<file path="src/pkg/rscr_pkg.sv">
// Purpose: shared constants for the rtc status/control register bank
// Assumes: 32-bit axi4-lite, one register per aligned word, index = byte address / 4
// Notes: register indices kept as printed; byte address is four times the index
package rscr_pkg;
  // ****************************************
  // bus
  // ****************************************
  localparam int ADDR_W = 8;
  localparam int DATA_W = 32;
  localparam int IDX_W = 4;
  localparam int REG_W = 8;
  localparam logic [1:0] RESP_OKAY = 2'h0;
  localparam logic [1:0] RESP_SLVERR = 2'h2;
  localparam logic [1:0] ADDR_ALIGN = 2'h0;

  // ****************************************
  // register indices
  // ****************************************
  localparam logic [IDX_W-1:0] IDX_BANK_LAST = 4'h6;
  localparam logic [IDX_W-1:0] IDX_PREC = 4'h7;
  localparam logic [IDX_W-1:0] IDX_CTL1 = 4'he;
  localparam logic [IDX_W-1:0] IDX_CTL2 = 4'hf;
  localparam int BANK_BYTES = 7;

  // ****************************************
  // status_control_two fields
  // ****************************************
  localparam int BIT_MO_ALARM = 0;
  localparam int BIT_WK_ALARM = 1;
  localparam int BIT_PERIODIC = 2;
  localparam int BIT_EVENT = 3;
  localparam int BIT_POWER_ON = 4;
  localparam int BIT_OSC_STOP = 5;
  localparam int BIT_LOW_VOLT = 6;
  localparam int BIT_BANK = 7;
  localparam int NUM_FLAGS = 7;
  // power-on and osc-stop flags read 1 after power-up
  localparam logic [NUM_FLAGS-1:0] FLAG_RESET = 7'h30;

  // ****************************************
  // control 1 fields and reset values
  // ****************************************
  localparam int CTL1_EVENT_EN = 4;
  localparam logic [REG_W-1:0] REG_ZERO = 8'h00;
  localparam logic [DATA_W-1:0] WORD_ZERO = 32'h0000_0000;

  function automatic logic [IDX_W-1:0] reg_index(input logic [ADDR_W-1:0] a);
    return a[IDX_W+1:2];
  endfunction : reg_index

  function automatic logic addr_legal(input logic [ADDR_W-1:0] a);
    return (a[ADDR_W-1:IDX_W+2] == '0) && (a[1:0] == ADDR_ALIGN);
  endfunction : addr_legal
endpackage : rscr_pkg

</file>
<file path="src/rscr_sticky_flags.sv">
// Purpose: vector of sticky flags, hardware sets, software clears
// Assumes: set and clear are single-cycle strobes sampled with ce
// Notes: a set in the clear cycle wins
`timescale 1ns/1ps
module rscr_sticky_flags
  import rscr_pkg::*;
#(
  parameter int N = NUM_FLAGS,
  parameter logic [N-1:0] RESET_VAL = '0
) (
  input wire logic aclk,
  input wire logic aresetn,
  input wire logic ce,
  input wire logic [N-1:0] set,
  input wire logic [N-1:0] clr,
  output logic [N-1:0] flags
);
  typedef struct packed {
    logic [N-1:0] flags;
  } rscr_flag_state_t;

  rscr_flag_state_t st_reg;
  rscr_flag_state_t st_next;

  // ****************************************
  // next state
  // ****************************************
  always_comb begin
    st_next = st_reg;
    // set beats clear so no event is lost
    st_next.flags = set | (st_reg.flags & ~clr);
  end

  always_ff @(posedge aclk) begin
    if (!aresetn) begin
      st_reg.flags <= RESET_VAL;
    end else if (ce) begin
      st_reg <= st_next;
    end
  end

  assign flags = st_reg.flags;
endmodule : rscr_sticky_flags

</file>
<file path="src/rscr_axil_slave.sv">
// Purpose: axi4-lite slave front end, one write and one read in flight
// Assumes: register side answers hit/data combinationally from the address
// Notes: address and data may arrive in either order
`timescale 1ns/1ps
module rscr_axil_slave
  import rscr_pkg::*;
(
  input wire logic aclk,
  input wire logic aresetn,
  input wire logic ce,
  input wire logic [ADDR_W-1:0] s_axi_awaddr,
  input wire logic s_axi_awvalid,
  output logic s_axi_awready,
  input wire logic [DATA_W-1:0] s_axi_wdata,
  input wire logic [DATA_W/8-1:0] s_axi_wstrb,
  input wire logic s_axi_wvalid,
  output logic s_axi_wready,
  output logic [1:0] s_axi_bresp,
  output logic s_axi_bvalid,
  input wire logic s_axi_bready,
  input wire logic [ADDR_W-1:0] s_axi_araddr,
  input wire logic s_axi_arvalid,
  output logic s_axi_arready,
  output logic [DATA_W-1:0] s_axi_rdata,
  output logic [1:0] s_axi_rresp,
  output logic s_axi_rvalid,
  input wire logic s_axi_rready,
  output logic wr_en,
  output logic [ADDR_W-1:0] wr_addr,
  output logic [DATA_W-1:0] wr_data,
  output logic [DATA_W/8-1:0] wr_strb,
  input wire logic wr_ok,
  output logic [ADDR_W-1:0] rd_addr,
  input wire logic [DATA_W-1:0] rd_data,
  input wire logic rd_ok
);
  typedef struct packed {
    logic aw_have;
    logic w_have;
    logic [ADDR_W-1:0] awaddr;
    logic [DATA_W-1:0] wdata;
    logic [DATA_W/8-1:0] wstrb;
    logic awready;
    logic wready;
    logic bvalid;
    logic [1:0] bresp;
    logic ar_have;
    logic [ADDR_W-1:0] araddr;
    logic arready;
    logic rvalid;
    logic [1:0] rresp;
    logic [DATA_W-1:0] rdata;
  } rscr_axi_state_t;

  rscr_axi_state_t st_reg;
  rscr_axi_state_t st_next;

  // ****************************************
  // next state
  // ****************************************
  always_comb begin
    st_next = st_reg;
    if (s_axi_awvalid && st_reg.awready) begin
      st_next.aw_have = 1'b1;
      st_next.awaddr = s_axi_awaddr;
    end
    if (s_axi_wvalid && st_reg.wready) begin
      st_next.w_have = 1'b1;
      st_next.wdata = s_axi_wdata;
      st_next.wstrb = s_axi_wstrb;
    end
    if (st_reg.bvalid && s_axi_bready) begin
      st_next.bvalid = 1'b0;
    end
    if (wr_en) begin
      st_next.aw_have = 1'b0;
      st_next.w_have = 1'b0;
      st_next.bvalid = 1'b1;
      st_next.bresp = wr_ok ? RESP_OKAY : RESP_SLVERR;
    end
    // ready flops so ports come straight from registers
    st_next.awready = !st_next.aw_have && !st_next.bvalid;
    st_next.wready = !st_next.w_have && !st_next.bvalid;
    if (s_axi_arvalid && st_reg.arready) begin
      st_next.ar_have = 1'b1;
      st_next.araddr = s_axi_araddr;
    end
    if (st_reg.rvalid && s_axi_rready) begin
      st_next.rvalid = 1'b0;
    end
    if (st_reg.ar_have && !st_reg.rvalid) begin
      st_next.ar_have = 1'b0;
      st_next.rvalid = 1'b1;
      st_next.rdata = rd_ok ? rd_data : WORD_ZERO;
      st_next.rresp = rd_ok ? RESP_OKAY : RESP_SLVERR;
    end
    st_next.arready = !st_next.ar_have && !st_next.rvalid;
  end

  always_ff @(posedge aclk) begin
    if (!aresetn) begin
      st_reg <= '0;
      st_reg.awready <= 1'b1;
      st_reg.wready <= 1'b1;
      st_reg.arready <= 1'b1;
    end else if (ce) begin
      st_reg <= st_next;
    end
  end

  assign wr_en = st_reg.aw_have && st_reg.w_have && !st_reg.bvalid;
  assign wr_addr = st_reg.awaddr;
  assign wr_data = st_reg.wdata;
  assign wr_strb = st_reg.wstrb;
  assign rd_addr = st_reg.araddr;
  assign s_axi_awready = st_reg.awready;
  assign s_axi_wready = st_reg.wready;
  assign s_axi_bvalid = st_reg.bvalid;
  assign s_axi_bresp = st_reg.bresp;
  assign s_axi_arready = st_reg.arready;
  assign s_axi_rvalid = st_reg.rvalid;
  assign s_axi_rresp = st_reg.rresp;
  assign s_axi_rdata = st_reg.rdata;
endmodule : rscr_axil_slave

</file>
<file path="src/rscr_status_control.sv">
// Purpose: rtc status/control register two with bank select and health flags
// Assumes: aresetn models the internal power-on reset; event inputs are pulses
// Notes: counters, alarm compare, debounce are outside; their events arrive as pulses
//
// Operation
// - bit 7 write selects calendar or stamp bank
// - clean capture sets stamp valid flag
// - osc stop or low voltage clears valid
// - event enable clear also clears valid
// - low voltage flag: write 0 clears
// - low voltage flag sticks at 1
// - oscillator stop sets osc stop flag
// - osc stop flag: write 0 clears
// - osc stop flag sticks, 1 at power-up
// - power-on reset sets power-on flag
// - power-on flag: write 0 clears
// - power-on flag holds control bits zero
// - power-on flag floats both interrupt outputs
// - unused bits read zero, writes ignored
// - control two defaults after power-on
// - flags at bits four, five, six
// - bank one maps 0-6 to stamps
// - event flag accepts only zero writes
// - enable clear wipes stamps and event
//
// The AXI4-Lite interface to the registers was chosen for this implementation.
`timescale 1ns/1ps
module rscr_status_control
  import rscr_pkg::*;
(
  input wire logic aclk,
  input wire logic aresetn,
  input wire logic ce,
  input wire logic [ADDR_W-1:0] s_axi_awaddr,
  input wire logic s_axi_awvalid,
  output logic s_axi_awready,
  input wire logic [DATA_W-1:0] s_axi_wdata,
  input wire logic [DATA_W/8-1:0] s_axi_wstrb,
  input wire logic s_axi_wvalid,
  output logic s_axi_wready,
  output logic [1:0] s_axi_bresp,
  output logic s_axi_bvalid,
  input wire logic s_axi_bready,
  input wire logic [ADDR_W-1:0] s_axi_araddr,
  input wire logic s_axi_arvalid,
  output logic s_axi_arready,
  output logic [DATA_W-1:0] s_axi_rdata,
  output logic [1:0] s_axi_rresp,
  output logic s_axi_rvalid,
  input wire logic s_axi_rready,
  input wire logic power_on_detect,
  input wire logic backup_drop_detect,
  input wire logic osc_stop_detect,
  input wire logic stamp_event,
  input wire logic periodic_event,
  input wire logic weekday_alarm_event,
  input wire logic hourmin_alarm_event,
  input wire logic [BANK_BYTES*REG_W-1:0] calendar_time,
  output logic bank_select,
  output logic event_detect_enable,
  output logic [REG_W-1:0] control_one,
  output logic [REG_W-1:0] precision_adjust,
  output logic cal_wr_en,
  output logic [IDX_W-1:0] cal_wr_idx,
  output logic [REG_W-1:0] cal_wr_data,
  output logic irq_out_a_o,
  output logic irq_out_a_oe,
  output logic irq_out_b_o,
  output logic irq_out_b_oe
);
  typedef struct packed {
    logic bank;
    logic stamp_valid_flag;
    logic [REG_W-1:0] ctl1;
    logic [REG_W-1:0] prec;
    logic [BANK_BYTES-1:0][REG_W-1:0] stamp;
    logic cal_wr_en;
    logic [IDX_W-1:0] cal_wr_idx;
    logic [REG_W-1:0] cal_wr_data;
    logic irq_a_oe;
    logic irq_b_oe;
  } rscr_state_t;

  rscr_state_t st_reg;
  rscr_state_t st_next;

  logic wr_en;
  logic [ADDR_W-1:0] wr_addr;
  logic [DATA_W-1:0] wr_data;
  logic [DATA_W/8-1:0] wr_strb;
  logic wr_ok;
  logic [ADDR_W-1:0] rd_addr;
  logic [DATA_W-1:0] rd_data;
  logic rd_ok;
  logic [NUM_FLAGS-1:0] flag_set;
  logic [NUM_FLAGS-1:0] flag_clr;
  logic [NUM_FLAGS-1:0] flags;
  logic [IDX_W-1:0] wr_idx;
  logic [IDX_W-1:0] rd_idx;
  logic byte0_wr;
  logic ctl2_wr;
  logic power_on_flag;
  logic capture;
  logic enable_off;
  logic [BANK_BYTES-1:0][REG_W-1:0] cal_bytes;

  // ****************************************
  // bus front end
  // ****************************************
  rscr_axil_slave u_bus (
    .aclk(aclk),
    .aresetn(aresetn),
    .ce(ce),
    .s_axi_awaddr(s_axi_awaddr),
    .s_axi_awvalid(s_axi_awvalid),
    .s_axi_awready(s_axi_awready),
    .s_axi_wdata(s_axi_wdata),
    .s_axi_wstrb(s_axi_wstrb),
    .s_axi_wvalid(s_axi_wvalid),
    .s_axi_wready(s_axi_wready),
    .s_axi_bresp(s_axi_bresp),
    .s_axi_bvalid(s_axi_bvalid),
    .s_axi_bready(s_axi_bready),
    .s_axi_araddr(s_axi_araddr),
    .s_axi_arvalid(s_axi_arvalid),
    .s_axi_arready(s_axi_arready),
    .s_axi_rdata(s_axi_rdata),
    .s_axi_rresp(s_axi_rresp),
    .s_axi_rvalid(s_axi_rvalid),
    .s_axi_rready(s_axi_rready),
    .wr_en(wr_en),
    .wr_addr(wr_addr),
    .wr_data(wr_data),
    .wr_strb(wr_strb),
    .wr_ok(wr_ok),
    .rd_addr(rd_addr),
    .rd_data(rd_data),
    .rd_ok(rd_ok)
  );

  // ****************************************
  // decode
  // ****************************************
  assign wr_idx = reg_index(wr_addr);
  assign rd_idx = reg_index(rd_addr);
  assign cal_bytes = calendar_time;
  // registers hold 8 bits; only lane 0 carries a write
  assign byte0_wr = wr_en && wr_strb[0];
  // control two decoded regardless of bank
  assign ctl2_wr = byte0_wr && addr_legal(wr_addr) && (wr_idx == IDX_CTL2);
  assign power_on_flag = flags[BIT_POWER_ON];

  always_comb begin
    wr_ok = 1'b0;
    if (addr_legal(wr_addr)) begin
      wr_ok = (wr_idx <= IDX_BANK_LAST) || (wr_idx == IDX_PREC) ||
              (wr_idx == IDX_CTL1) || (wr_idx == IDX_CTL2);
    end
  end

  // ****************************************
  // read mux
  // ****************************************
  always_comb begin
    rd_data = WORD_ZERO;
    rd_ok = addr_legal(rd_addr);
    if (rd_ok) begin
      // upper bits and unmapped words read zero
      if (rd_idx <= IDX_BANK_LAST) begin
        // bank one shows stamps in place of calendar
        if (st_reg.bank) begin
          rd_data[REG_W-1:0] = st_reg.stamp[rd_idx];
        end else begin
          rd_data[REG_W-1:0] = cal_bytes[rd_idx];
        end
      end else if (rd_idx == IDX_PREC) begin
        rd_data[REG_W-1:0] = st_reg.prec;
      end else if (rd_idx == IDX_CTL1) begin
        rd_data[REG_W-1:0] = st_reg.ctl1;
      end else if (rd_idx == IDX_CTL2) begin
        rd_data[REG_W-1:0] = {st_reg.stamp_valid_flag, flags};
      end else begin
        rd_ok = 1'b0;
      end
    end
  end

  // ****************************************
  // sticky flags
  // ****************************************
  assign enable_off = !st_reg.ctl1[CTL1_EVENT_EN];
  // first event only; later ones wait for a flag clear
  assign capture = stamp_event && !enable_off && !flags[BIT_EVENT] && !power_on_flag;

  always_comb begin
    flag_set = '0;
    flag_clr = '0;
    flag_set[BIT_OSC_STOP] = osc_stop_detect;
    flag_set[BIT_LOW_VOLT] = backup_drop_detect;
    flag_set[BIT_POWER_ON] = power_on_detect;
    flag_set[BIT_EVENT] = capture;
    flag_set[BIT_PERIODIC] = periodic_event && !power_on_flag;
    flag_set[BIT_WK_ALARM] = weekday_alarm_event && !power_on_flag;
    flag_set[BIT_MO_ALARM] = hourmin_alarm_event && !power_on_flag;
    if (ctl2_wr) begin
      flag_clr = ~wr_data[NUM_FLAGS-1:0];
    end
    if (enable_off) begin
      flag_clr[BIT_EVENT] = 1'b1;
    end
    if (power_on_flag) begin
      flag_clr[BIT_EVENT] = 1'b1;
      flag_clr[BIT_PERIODIC] = 1'b1;
      flag_clr[BIT_WK_ALARM] = 1'b1;
      flag_clr[BIT_MO_ALARM] = 1'b1;
    end
  end

  // osc stop and power-on start at 1
  rscr_sticky_flags #(
    .N(NUM_FLAGS),
    .RESET_VAL(FLAG_RESET)
  ) u_flags (
    .aclk(aclk),
    .aresetn(aresetn),
    .ce(ce),
    .set(flag_set),
    .clr(flag_clr),
    .flags(flags)
  );

  // ****************************************
  // control state
  // ****************************************
  always_comb begin
    st_next = st_reg;
    st_next.cal_wr_en = 1'b0;
    if (byte0_wr && wr_ok) begin
      if (wr_idx == IDX_CTL2) begin
        st_next.bank = wr_data[BIT_BANK];
      end else if (wr_idx == IDX_CTL1) begin
        st_next.ctl1 = wr_data[REG_W-1:0];
      end else if (wr_idx == IDX_PREC) begin
        st_next.prec = wr_data[REG_W-1:0];
      end else if (!st_reg.bank) begin
        // calendar writes pass to the counters; stamp bank is read-only
        st_next.cal_wr_en = 1'b1;
        st_next.cal_wr_idx = wr_idx;
        st_next.cal_wr_data = wr_data[REG_W-1:0];
      end
    end
    if (capture) begin
      st_next.stamp = cal_bytes;
    end
    // unreliable clock or supply voids stamp
    if (flags[BIT_OSC_STOP] || flags[BIT_LOW_VOLT]) begin
      st_next.stamp_valid_flag = 1'b0;
    end
    if (enable_off) begin
      st_next.stamp_valid_flag = 1'b0;
    end
    if (enable_off) begin
      st_next.stamp = '0;
    end
    if (capture && !flags[BIT_OSC_STOP] && !flags[BIT_LOW_VOLT]) begin
      st_next.stamp_valid_flag = 1'b1;
    end
    if (power_on_flag) begin
      st_next.bank = 1'b0;
      st_next.stamp_valid_flag = 1'b0;
      st_next.ctl1 = REG_ZERO;
      st_next.prec = REG_ZERO;
      st_next.stamp = '0;
    end
    // float both pins while power-on flag set
    st_next.irq_a_oe = !flags[BIT_POWER_ON] &&
                       (flags[BIT_EVENT] || flags[BIT_MO_ALARM]);
    st_next.irq_b_oe = !flags[BIT_POWER_ON] &&
                       (flags[BIT_WK_ALARM] || flags[BIT_PERIODIC]);
  end

  // ****************************************
  // registers
  // ****************************************
  always_ff @(posedge aclk) begin
    if (!aresetn) begin
      // bank and valid default to zero
      st_reg <= '0;
    end else if (ce) begin
      st_reg <= st_next;
    end
  end

  // ****************************************
  // outputs
  // ****************************************
  assign bank_select = st_reg.bank;
  assign event_detect_enable = st_reg.ctl1[CTL1_EVENT_EN];
  assign control_one = st_reg.ctl1;
  assign precision_adjust = st_reg.prec;
  assign cal_wr_en = st_reg.cal_wr_en;
  assign cal_wr_idx = st_reg.cal_wr_idx;
  assign cal_wr_data = st_reg.cal_wr_data;
  // open drain: only ever pulls low
  assign irq_out_a_o = 1'b0;
  assign irq_out_b_o = 1'b0;
  assign irq_out_a_oe = st_reg.irq_a_oe;
  assign irq_out_b_oe = st_reg.irq_b_oe;
endmodule : rscr_status_control

</file>
<file path="config.mk">
export PLATFORM = sky130hd
export DESIGN_NAME = rscr_status_control
export DESIGN_NICKNAME = d
export VERILOG_FILES = /design/src/pkg/rscr_pkg.sv /design/src/rscr_sticky_flags.sv /design/src/rscr_axil_slave.sv /design/src/rscr_status_control.sv
export SDC_FILE = /design/constraint.sdc
export NUM_CORES = 1
export LEC_CHECK = 0
export BUFFER_PORTS_ARGS = -buffer_cell sky130_fd_sc_hd__buf_2
export CORE_ASPECT_RATIO = 1.25
export CORE_MARGIN = 5
export CORE_UTILIZATION = 35
export CTS_BUF_LIST = sky130_fd_sc_hd__clkbuf_16
export DETAILED_ROUTE_END_ITERATION = 8
export GPL_TIMING_DRIVEN = 0
export PLACE_DENSITY_LB_ADDON = 0.08
export SETUP_SLACK_MARGIN = 0.02
export SLEW_MARGIN = 10
export SYNTH_ARGS = -nofsm -noshare
export SYNTH_HDL_FRONTEND = slang
export SYNTH_SLANG_ARGS = --single-unit
</file>
<file path="constraint.sdc">
create_clock -name aclk -period 5 [get_ports aclk]
set_input_delay 0 -clock aclk [delete_from_list [all_inputs] [get_ports aclk]]
set_output_delay 0 -clock aclk [all_outputs]
set_load 0.005 [all_outputs]
</file>
* Yosys cells after proc, flatten, opt, wreduce, memory -nomap -nowiden
Index checks and enable logic that the tools add are counted.
** Word-level totals
- Logic and storage cells :: 165
- Register bits after elaboration :: 165
** Operators by class
- Eq/ne operators :: 10
- Order comparisons :: 3
- Reductions and logical operators :: 63
- Bitwise gates (word level) :: 8
- Multiplexer cells :: 49
** Operators with widths (count)
- $mux 56 :: 2
- $mux 8 :: 12
- $mux 74 :: 1
- $mux 13 :: 5
- $bmux 8 s3 :: 2
- $mux 35 :: 1
- $mux 16 :: 2
- $logic_and 1x1->1 :: 27
- $mux 1 :: 17
- $eq 4x4->1 const B :: 4
- $not 7->7 :: 2
- $reduce_and 2->1 :: 7
- $logic_not 1->1 :: 11
- $mux 9 :: 1
- $eq 4x3->1 const B :: 2
- $le 4x3->1 const B :: 2
- $logic_not 2->1 :: 4
- $reduce_bool 2->1 :: 4
- $and 7x7->7 :: 1
- $mux 7 :: 1
- $or 7x7->7 :: 1
- $logic_or 1x1->1 :: 6
- $mux 2 :: 3
- $reduce_and 6->1 :: 1
- other kinds (10) :: 14

* Depth between registers and ports, before layout
Gate-level depths: netlist (run 1).
- Word-level depth :: 11
- Gate-level depth with buffers :: 8

* By module
From an unflattened synthesis (run 1), not the netlist that was laid out.
** Second synthesis, totals
- Cell total of the unflattened synthesis :: 1030
- Area, all modules :: 9560.4 sq um
** By module, submodules not included
- rscr_status_control :: cells an instance 500, instances 1, area each 4680.7 sq um, sequential area each 1781.7 sq um
- rscr_axil_slave :: cells an instance 502, instances 1, area each 4603.2 sq um, sequential area each 1881.8 sq um
- rscr_sticky_flags :: cells an instance 28, instances 1, area each 276.5 sq um, sequential area each 140.1 sq um

* Worst setup path before layout (run 1)
No wires, ideal clock.
- Path kind :: register to register
- Start :: register u_bus.st_reg, in the netlist u_bus.wr_addr[0]
- End :: register st_reg, in the netlist control_one[0]
- Clock period less this slack :: 1.773 ns
- Data required time :: 4.883 ns
- Data arrival time :: 1.657 ns
- Stages on the path, launching flop included :: 6
- Path slack :: 3.227 ns
- Buffers on the path :: 0
- Library setup time :: 0.117 ns
- Path through :: dfxtp_1 > or4_4 > nor2_4 > nand4_4 > o21a_4 > a22o_1
** Between the ends
- Longest elaborated chain between the ends :: 6
** Ends and longest elaborated chain
- start, declared :: line rscr_axil_slave.sv:55 : rscr_axi_state_t st_reg;
- start signal, assigned :: line rscr_axil_slave.sv:107 : st_reg <= st_next;
- $logic_not 2->1 :: line rscr_pkg.sv:52 : return (a[ADDR_W-1:IDX_W+2] == '0) && (a[1:0] == ADDR_ALIGN);
- $logic_and 1x1->1 :: line rscr_pkg.sv:52
- $mux 1 :: line rscr_status_control.sv:155 : if (addr_legal(wr_addr)) begin
- $logic_and 1x1->1 :: line rscr_status_control.sv:238 : if (byte0_wr && wr_ok) begin
- $reduce_bool 2->1 (no source line)
- $reduce_and 4->1 (no source line)
- end signal, assigned :: line rscr_status_control.sv:290 : st_reg <= st_next;
- end, declared :: line rscr_status_control.sv:84 : rscr_state_t st_reg;
Every way passes these cells.
A chain may end at the register's enable or synchronous reset.

* Final worst setup path (run 1)
- Start :: register, netlist name u_flags.flags[4]
- End :: register st_reg[21] (netlist bit)
** Between the ends
- Longest elaborated chain between the ends :: 4
- Elaborated cells on any way between the ends :: 5
- Those cells by class :: eq/ne: 1; mux: 1; reduce/logical: 3
** Ends and longest elaborated chain
- $logic_not 1->1 :: line rscr_status_control.sv:193 : assign capture = stamp_event && !enable_off && !flags[BIT_EVENT] && !power_on_flag;
- $logic_and 1x1->1 :: line rscr_status_control.sv:193
- $ne 3x1->1 (no source line)
- $reduce_and 2->1 (no source line)
Several ways; a longest one is shown, not always the timed one.

==> results of run 1 <==
-- cell usage after synthesis, drive strengths merged (2+ instances only) --
cell type    n  share of area, %
a221oi       2              0.26
clkbuf      34               1.9
a21oi       43               3.3
o31ai        3              0.34
nor3        18               1.7
nor2b        8              0.76
and3         7              0.66
o211ai       7              0.79
or4          2              0.28
buf         84               8.9
nand2       80               4.5
a21o         2              0.23
nand3b       2              0.23
a22o        14               1.9
o21a         4              0.68
mux4        14               4.8
nand3       17               1.3
a2bb2oi     14               1.9
nand2b       5              0.47
nand4        2              0.42
a22oi       56               6.3
mux2i       34               5.1
inv          8              0.45
o21ai       34               2.6
dfxtp      139                42
a211oi      10               1.1
nor2       100               5.8
o221ai       2              0.26
-- layer usage --
layer / share of wire [%] / vias up / GRT usage [%] / wire length, um
li1: - / 3145 / - / -
met1: 40 / 2966 / 24.1 / 9300
met2: 52 / 205 / 38.2 / 12000
met3: 4.5 / 39 / 3.46 / 1020
met4: 2.8 / 0 / 8.60 / 654
met5: 0 / - / 0 / 0
-- kinds of logic after synthesis --
kind of cell	Yosys count	share of synthesized area (%)
simple gates	244	16.6
buf+inv	126	11.2
compound gates	196	20.2
other cells	1	0.0566
flops	139	42.0
mux	48	9.90
-- critical path, stage by stage (launching register included) --
cell and delay [ps]:
dfxtp_1 370, inv_1 200, nand2_1 120, a21oi_1 240
clkbuf_1 530, clkbuf_1 590, a22oi_1 170, nor2_1 120
-- path summary, 6_finish.rpt --
kind | endpoint | depth (start not counted) | from | slack, ps
max | st_reg[21] | 7 | u_flags.flags[4] | 2590
min | st_reg[87] | 4 | stamp_event | 50
max reg2reg | st_reg[21] | 7 | u_flags.flags[4] | 2590
min reg2reg | u_bus.rd_addr[7] | 2 | u_bus.rd_addr[7] | 450
-- stage by stage --
step	instance area (um^2)	cells	util [%]	hold WS, ps	total power [mW]
4_1_cts	9210	1278	49.2	35.4	2.70
5_1_grt	9210	1278	49.2	98.8	2.78
3_3_place_gp	7720	1155	41.3	204	1.42
6_report	9210	1278	49.2	50.8	2.69
3_5_place_dp	7720	1155	41.3	204	1.42
2_1_floorplan	6720	781	-	98.9	1.31
-- area by class of cell --
type / count / area (um^2)
Tap cell: 232 / 290
Multi-Input combinational cell: 516 / 3200
Sequential cell: 139 / 2780
Inverter: 8 / 30.0
Timing Repair Buffer: 234 / 1630
Clock buffer: 17 / 425
Fill cell: 1874 / 9500
Clock inverter: 14 / 140
Buffer: 118 / 714
-- power groups by stage --
stage	Sequential, mW	Clock [mW]	Combinational (mW)
finish	1.14	1.23	0.315
global placement	1.17	0	0.259
floorplan	1.16	0	0.151
CTS	1.14	1.25	0.314
global route	1.14	1.29	0.343
detailed placement	1.17	0	0.258
-- layout by cell type (no fill, tap or decap), drive strengths merged, types with 7 or more instances in the layout --
cell type and count:
a2bb2oi 14, a211oi 10, a21oi 43, nand3 17
mux2i 34, conb 28, nor3 18, dfxtp 139
dlygate4sd3 92, nor2b 8, nor2 100, nand2 80
a22o 14, o21ai 34, inv 12, and3 7
a22oi 56, clkbuf 51, buf 226, o211ai 7
mux4 14
==> flow_summary.ini, run 1 <==
[yosys]
synth_edf_count = 0
seq_area_frac_synth_pct = 42.0
async_flop_share_pct = 0
netlist-cell-type-count = 44
yosysWarnings = 0
ys_ff_latch = 139
netlist_area_um2 = 6620
syn-mean-instance-area_um2 = 8.78
syn_inst = 754
synthFlopType = dfxtp_1

[route]
avgViaCountPerCell = 4.97
drtIter0Drc = 288
firstDrtPassIters = 5
dr_total_vias = 6355
drc = 0
ant_nets = 0
detail_route.wl_per_cell_um = 18.0
finalWirelength_um = 23000

[floorplanning]
die-area_um2 = 21800
start_util_pct = 35.4
io_pins = 199
coreArea_um2 = 18700
fp.dieH_um = 164
rows = 56
die_w_um = 133

[placed_design]
numPortBuffers = 142
gp_congestion = 0.843
hpwl_um = 16800
post-place-ws_ps = 2630

[power]
p_int_mw = 2.04
switchingPower_mw = 0.645
sw_frac_of_total_pct = 24.0
pwr_density_cell_nw_per_um2 = 292
ir_drop_v = 0.000230
comb_power_share_pct = 11.7
p_clk_share_pct = 45.8
leakagePower_nw = 4.02
p_seq_share_pct = 42.5

[cts]
insertion_delay_ps = 420
cts_tree = yes
htree_levels = 4
cts_num_sinks = 139
cts_resized = 0
cts.clk_slew.worst_paths_ps = 50
cts.path.max_buffers = 2
cts_made_buffers = 17
cts-root-buf = clkbuf_16
postCtsHoldBufs = 92
cts_setup_buffers = 0

[sta]
maxSlewViolCount = 0
fmax_ghz = 0.415
hold_violations = 0
setup_viol = 0
tightest_slew_ps = 756
setup-tns-final_ps = 0
fin_crit_ps = 2410
fin_crit_sh_pct = 48.1
rsz0062_at_grt = false
fin_skew_ps = 7.36
max-slew-margin-rel_pct = 49.6
setup_ws_ps = 2590

[critical_path]
endpoint_kind = flip-flop
start_kind = flip-flop
cp_max_fo = 10
cp_data_required_time_ps = 5350
crit_type = reg2reg
worstPathArrival_ps = 2760

[global_route]
antenna_found_initial = 0
grt_use_total_pct = 20.9
grt_pass1_vias = 6581
grt_pass1_wl_um = 35200
grt_start_max_net_pins = 17
overflow = 0

[final_layout]
diodes = 0
final_nets = 1157
largest_register_ffs = 57
drive_gt1_share_pct = 25.7
syn2layout_area_growth_pct = 39.1

[status]
status = complete, no violations

[hold_path]
min_path_type = in2reg

[job]
drv_cap = 0
No activity file was read; power rests on OpenSTA's default activity.
==> run 2: changes to the inputs <==
Clock period 5 ns to 2.42 ns, I/O delays scaled along.
==> run 2 against run 1 <==
Compared with the run above:
- setup slack got worse by 2500 ps
- critical endpoint is now u_bus.s_axi_rdata[1]
- cell area barely moved
- clock skew about the same
- via count hardly changed
- clock-buffer cell count did not move
- largest power group unchanged
==> flow_summary.ini, run 2 (same netlist as run 1, synthesis figures left out) <==
[status]
status = complete, no violations

[final_layout]
n_fill_cell = 1872
final_cell_mix = 154 x buf_2, 139 x dfxtp_1, 99 x nor2_1
ff_latch_area_um2 = 2780
largest_register_ffs = 57
multi_input_area_um2 = 3200
syn2layout_area_growth_pct = 39.2
fin_cells = 1278
drive_gt1_share_pct = 25.9
diodes = 0
final_common_cell = buf_2
final_nets = 1157

[power]
ir_drop_v = 0.000478
fin_total_pwr_mw = 5.55
leakagePower_nw = 4.03
pwr_density_cell_nw_per_um2 = 602

[sta]
fin_crit_sh_pct = 95.7
holdWs_ps = 49.8
setup_viol = 0
fin_crit_ps = 2320
fin_skew_ps = 7.64
setup_ws_ps = 105
hold_violations = 0
fmax_ghz = 0.432
max-slew-margin-rel_pct = 48.8
maxSlewViolCount = 0
setup-tns-final_ps = 0
rsz0062_at_grt = false
tightest_slew_ps = 768

[global_route]
grt_pass1_vias = 6581
antenna_found_initial = 0
grt_start_max_net_pins = 17
grt_use_total_pct = 20.9
grt_use_met2_pct = 38.2
overflow = 0
grt_pass1_wl_um = 35200
top_usage_layer = met2
met1_usage_pct = 24.1
use_met3_pct = 3.46

[cts]
cts_made_buffers = 17
cts_num_sinks = 139
htree_levels = 4
cts_setup_buffers = 0
cts.clk_slew.worst_paths_ps = 60
cts_tree = yes
cts.path.max_buffers = 2
insertion_delay_ps = 420
cts-root-buf = clkbuf_16

[critical_path]
crit_chain = buf_2 > clkbuf_4 > mux2i_1 > a2bb2oi_1 > a21oi_1 > nor3_1 > o21ai_0
critPathLaunch = u_bus.rd_addr[3]
ff2ff_setup_slack_ps = 100
cp_data_required_time_ps = 2720
r2r_cells = 7
r2r-start = u_bus.rd_addr[3]
worstPathArrival_ps = 2610
endpoint_kind = flip-flop
crit_end = u_bus.s_axi_rdata[1]
start_kind = flip-flop
crit_type = reg2reg
cp_slowest_cell = clkbuf_4
worstReg2RegEnd = u_bus.s_axi_rdata[1]
critPathMaxStageDelay_ps = 370
cp_max_fo = 10

[job]
drv_cap = 0

[hold_path]
min_path_cells = 4
min_path_type = in2reg

[route]
ant_nets = 0
detail_route.wl_per_cell_um = 17.9
dr_total_vias = 6349
firstDrtPassIters = 5
avgViaCountPerCell = 4.97
finalWirelength_um = 22900
drc = 0
drtIter0Drc = 306

[placed_design]
post-place-ws_ps = 50.7
numPortBuffers = 142
hpwl_um = 16800
place_inst = 1155
gp_congestion = 0.843

[floorplanning]
fp.dieH_um = 164
io_pins = 199
start_util_pct = 35.4
coreArea_um2 = 18700
die_w_um = 133
die-area_um2 = 21800
rows = 56
run 2: power by group:
part | leakage [nW] | switching, mW | internal, mW
Combinational | 2.62 | 0.332 | 0.320
Sequential | 1.12 | 0.0342 | 2.32
Clock | 0.284 | 0.962 | 1.58
Total | 4.03 | 1.33 | 4.22
run 2: worst min path at each step:
| stage | startpoint | endpoint |
|---|---|---|
| after floorplan | hourmin_alarm_event | u_flags.flags[0] |
| after global placement | periodic_event | u_flags.flags[2] |
| after detailed placement | periodic_event | u_flags.flags[2] |
| after CTS | stamp_event | st_reg[87] |
| after global routing | aresetn | u_flags.flags[2] |
| final | stamp_event | st_reg[87] |
run 2: what timing repair did:
action                                 4_1_cts  5_1_grt
hold buffers                                92        0
setup endpoints to repair                    0       14
endpoints found under the hold margin       92        0
resized for setup                            0        5
run 2: critical path: cells and delay by family, from the launching register on:
family          cells  cell delay [ps]
buf+inv             2              710
compound gates      3              520
simple gates        1              370
flops               1              340
mux                 1              240
run 2: metal layers:
metal  share of wire [%]  vias to the layer above
met4                 3.0                        0
met5                   0                        -
met1                  40                     2964
li1                    -                     3144
met3                 4.5                       41
met2                  52                      200
run 2: final cells by class:
cell class / instances / area share [%]
buffer: 118 / 7.84
sequential: 139 / 30.2
tap: 232 / 3.15
timing repair buffer: 234 / 17.7
clock inverter: 14 / 1.52
clock buffer: 17 / 4.61
multi-input combinational: 516 / 34.7
inverter: 8 / 0.326
run 2: metrics by stage:
stage | utilization (%) | instance area, um^2
CTS | 49.2 | 9210
global route | 49.3 | 9220
global placement | 41.3 | 7720
floorplan | - | 6720
detailed placement | 41.3 | 7720
finish | 49.3 | 9220
==> run 3: changes to the inputs <==
Settings changed: CORE_MARGIN 5 to 8.
==> run 3 against run 2 <==
Compared with the run above:
- cell count did not move
- global-route usage fell by 1.2 points
- critical endpoint unchanged
- total power rose by 6.8%
- largest cell class unchanged
- critical path depth did not move
- cell area rose by 0.95%
- clock skew rose by 2.0 ps
==> flow_summary.ini, run 3 (same netlist as run 1, synthesis figures left out) <==
[sta]
maxSlewViolCount = 0
fin_skew_ps = 9.61
tightest_slew_ps = 741
setup-tns-final_ps = 0
setup_viol = 0
holdWs_ps = 47.1
hold_violations = 0
max-slew-margin-rel_pct = 50.6
fin_crit_sh_pct = 94.4
rsz0062_at_grt = false
fmax_ghz = 0.438
fin_crit_ps = 2290

[critical_path]
crit_buf_inv = 2
r2r_cells = 7
crit_type = reg2reg
endpoint_kind = flip-flop
crit_chain = buf_2 > clkbuf_4 > mux2i_1 > a2bb2oi_1 > a21oi_1 > nor3_1 > o21ai_0
cp_top_family = buffers and inverters
worstPathArrival_ps = 2580
start_kind = flip-flop
critPathMaxStageDelay_ps = 360
cp_data_required_time_ps = 2720
cp_slowest_cell = clkbuf_4
cp_num_cells = 7
cp_max_fo = 10

[power]
leakagePower_nw = 4.07
fin_total_pwr_mw = 5.93
pwr_density_cell_nw_per_um2 = 637
ir_drop_v = 0.000498

[final_layout]
final_nets = 1157
final_common_cell = buf_2
syn2layout_area_growth_pct = 40.6
diodes = 0
final_cell_mix = 154 x buf_2, 139 x dfxtp_1, 99 x nor2_1
largest_register_ffs = 57
n_fill_cell = 1859
drive_gt1_share_pct = 26.5

[cts]
cts_setup_buffers = 0
cts.clk_slew.worst_paths_ps = 60
cts_num_sinks = 139
cts_tree = yes
htree_levels = 4
cts.path.max_buffers = 2
cts_made_buffers = 17
insertion_delay_ps = 430
cts-root-buf = clkbuf_16

[route]
firstDrtPassIters = 5
finalWirelength_um = 23300
avgViaCountPerCell = 4.95
dr_total_vias = 6321
drc = 0
drtIter0Drc = 344
detail_route.wl_per_cell_um = 18.2
ant_nets = 0

[floorplanning]
die-area_um2 = 23600
io_pins = 199
fp.dieH_um = 170
rows = 56
start_util_pct = 35.5
coreArea_um2 = 18600
die_w_um = 139

[placed_design]
gp_congestion = 0.829
numPortBuffers = 142
hpwl_um = 17400

[global_route]
antenna_found_initial = 0
grt_use_met2_pct = 36.4
grt_pass1_vias = 6533
use_met3_pct = 4.87
overflow = 0
grt_use_total_pct = 19.7
met1_usage_pct = 21.6
grt_pass1_wl_um = 36000
top_usage_layer = met2
grt_start_max_net_pins = 17

[job]
drv_cap = 0

[hold_path]
min_path_type = in2reg
min_path_cells = 4

[status]
status = complete, no violations
run 3: cell count changes in the layout (fill, tap and decap cells not counted), sizes merged:
| cell | previous run | this run |
|---|---|---|
| inv | 12 | 9 |
| clkinv | 5 | 6 |
| clkinvlp | 2 | 1 |
| bufinv | 3 | 6 |
run 3: worst register-to-register path, cell delays in order (launching register included):
cell	delay [ps]
dfxtp_1	350
buf_2	330
clkbuf_4	360
mux2i_1	260
a2bb2oi_1	300
a21oi_1	110
nor3_1	330
o21ai_0	110
run 3: worst paths after layout:
kind                           to  slack [ps]              from
min reg2reg      u_bus.rd_addr[7]         450  u_bus.rd_addr[7]
max reg2reg  u_bus.s_axi_rdata[1]         130  u_bus.rd_addr[3]
min                    st_reg[87]          50       stamp_event
max          u_bus.s_axi_rdata[1]         130  u_bus.rd_addr[3]
run 3: metal layers:
layer	routed length, um	vias up
met3	1170	33
met5	0	-
met1	9620	2963
met4	431	0
met2	12100	176
li1	-	3149
run 3: cell type report:
class	instances	area [um^2]	area share, %
Timing Repair Buffer	234	1630	17.5
Clock buffer	17	425	4.57
Inverter	8	30.0	0.323
Clock inverter	14	228	2.45
Tap cell	232	290	3.12
Buffer	118	723	7.77
Multi-Input combinational cell	516	3200	34.3
Sequential cell	139	2780	29.9
run 3: report_power, final:
part	switching, mW	leakage [nW]	internal [mW]	total [mW]
sequential	0.0337	1.12	2.32	2.36
combinational	0.334	2.62	0.320	0.653
clock	1.00	0.321	1.91	2.92
total	1.37	4.07	4.56	5.93
run 3: what timing repair did:
item                                   4_1_cts  5_1_grt
setup endpoints to repair                    0       15
endpoints found under the hold margin       92        0
hold buffers                                92        0
gates resized for setup                      0        5
run 3: stage by stage:
| step | utilization, % | setup slack, ps | instance area (um^2) | instances |
|---|---|---|---|---|
| after floorplan | - | 647 | 6720 | 781 |
| after CTS | 49.9 | 35.1 | 9300 | 1278 |
| after global routing | 49.9 | 50.4 | 9310 | 1278 |
| final | 49.9 | 135 | 9310 | 1278 |
| after detailed placement | 41.4 | 46.7 | 7720 | 1155 |
| after global placement | 41.4 | 66.9 | 7720 | 1155 |
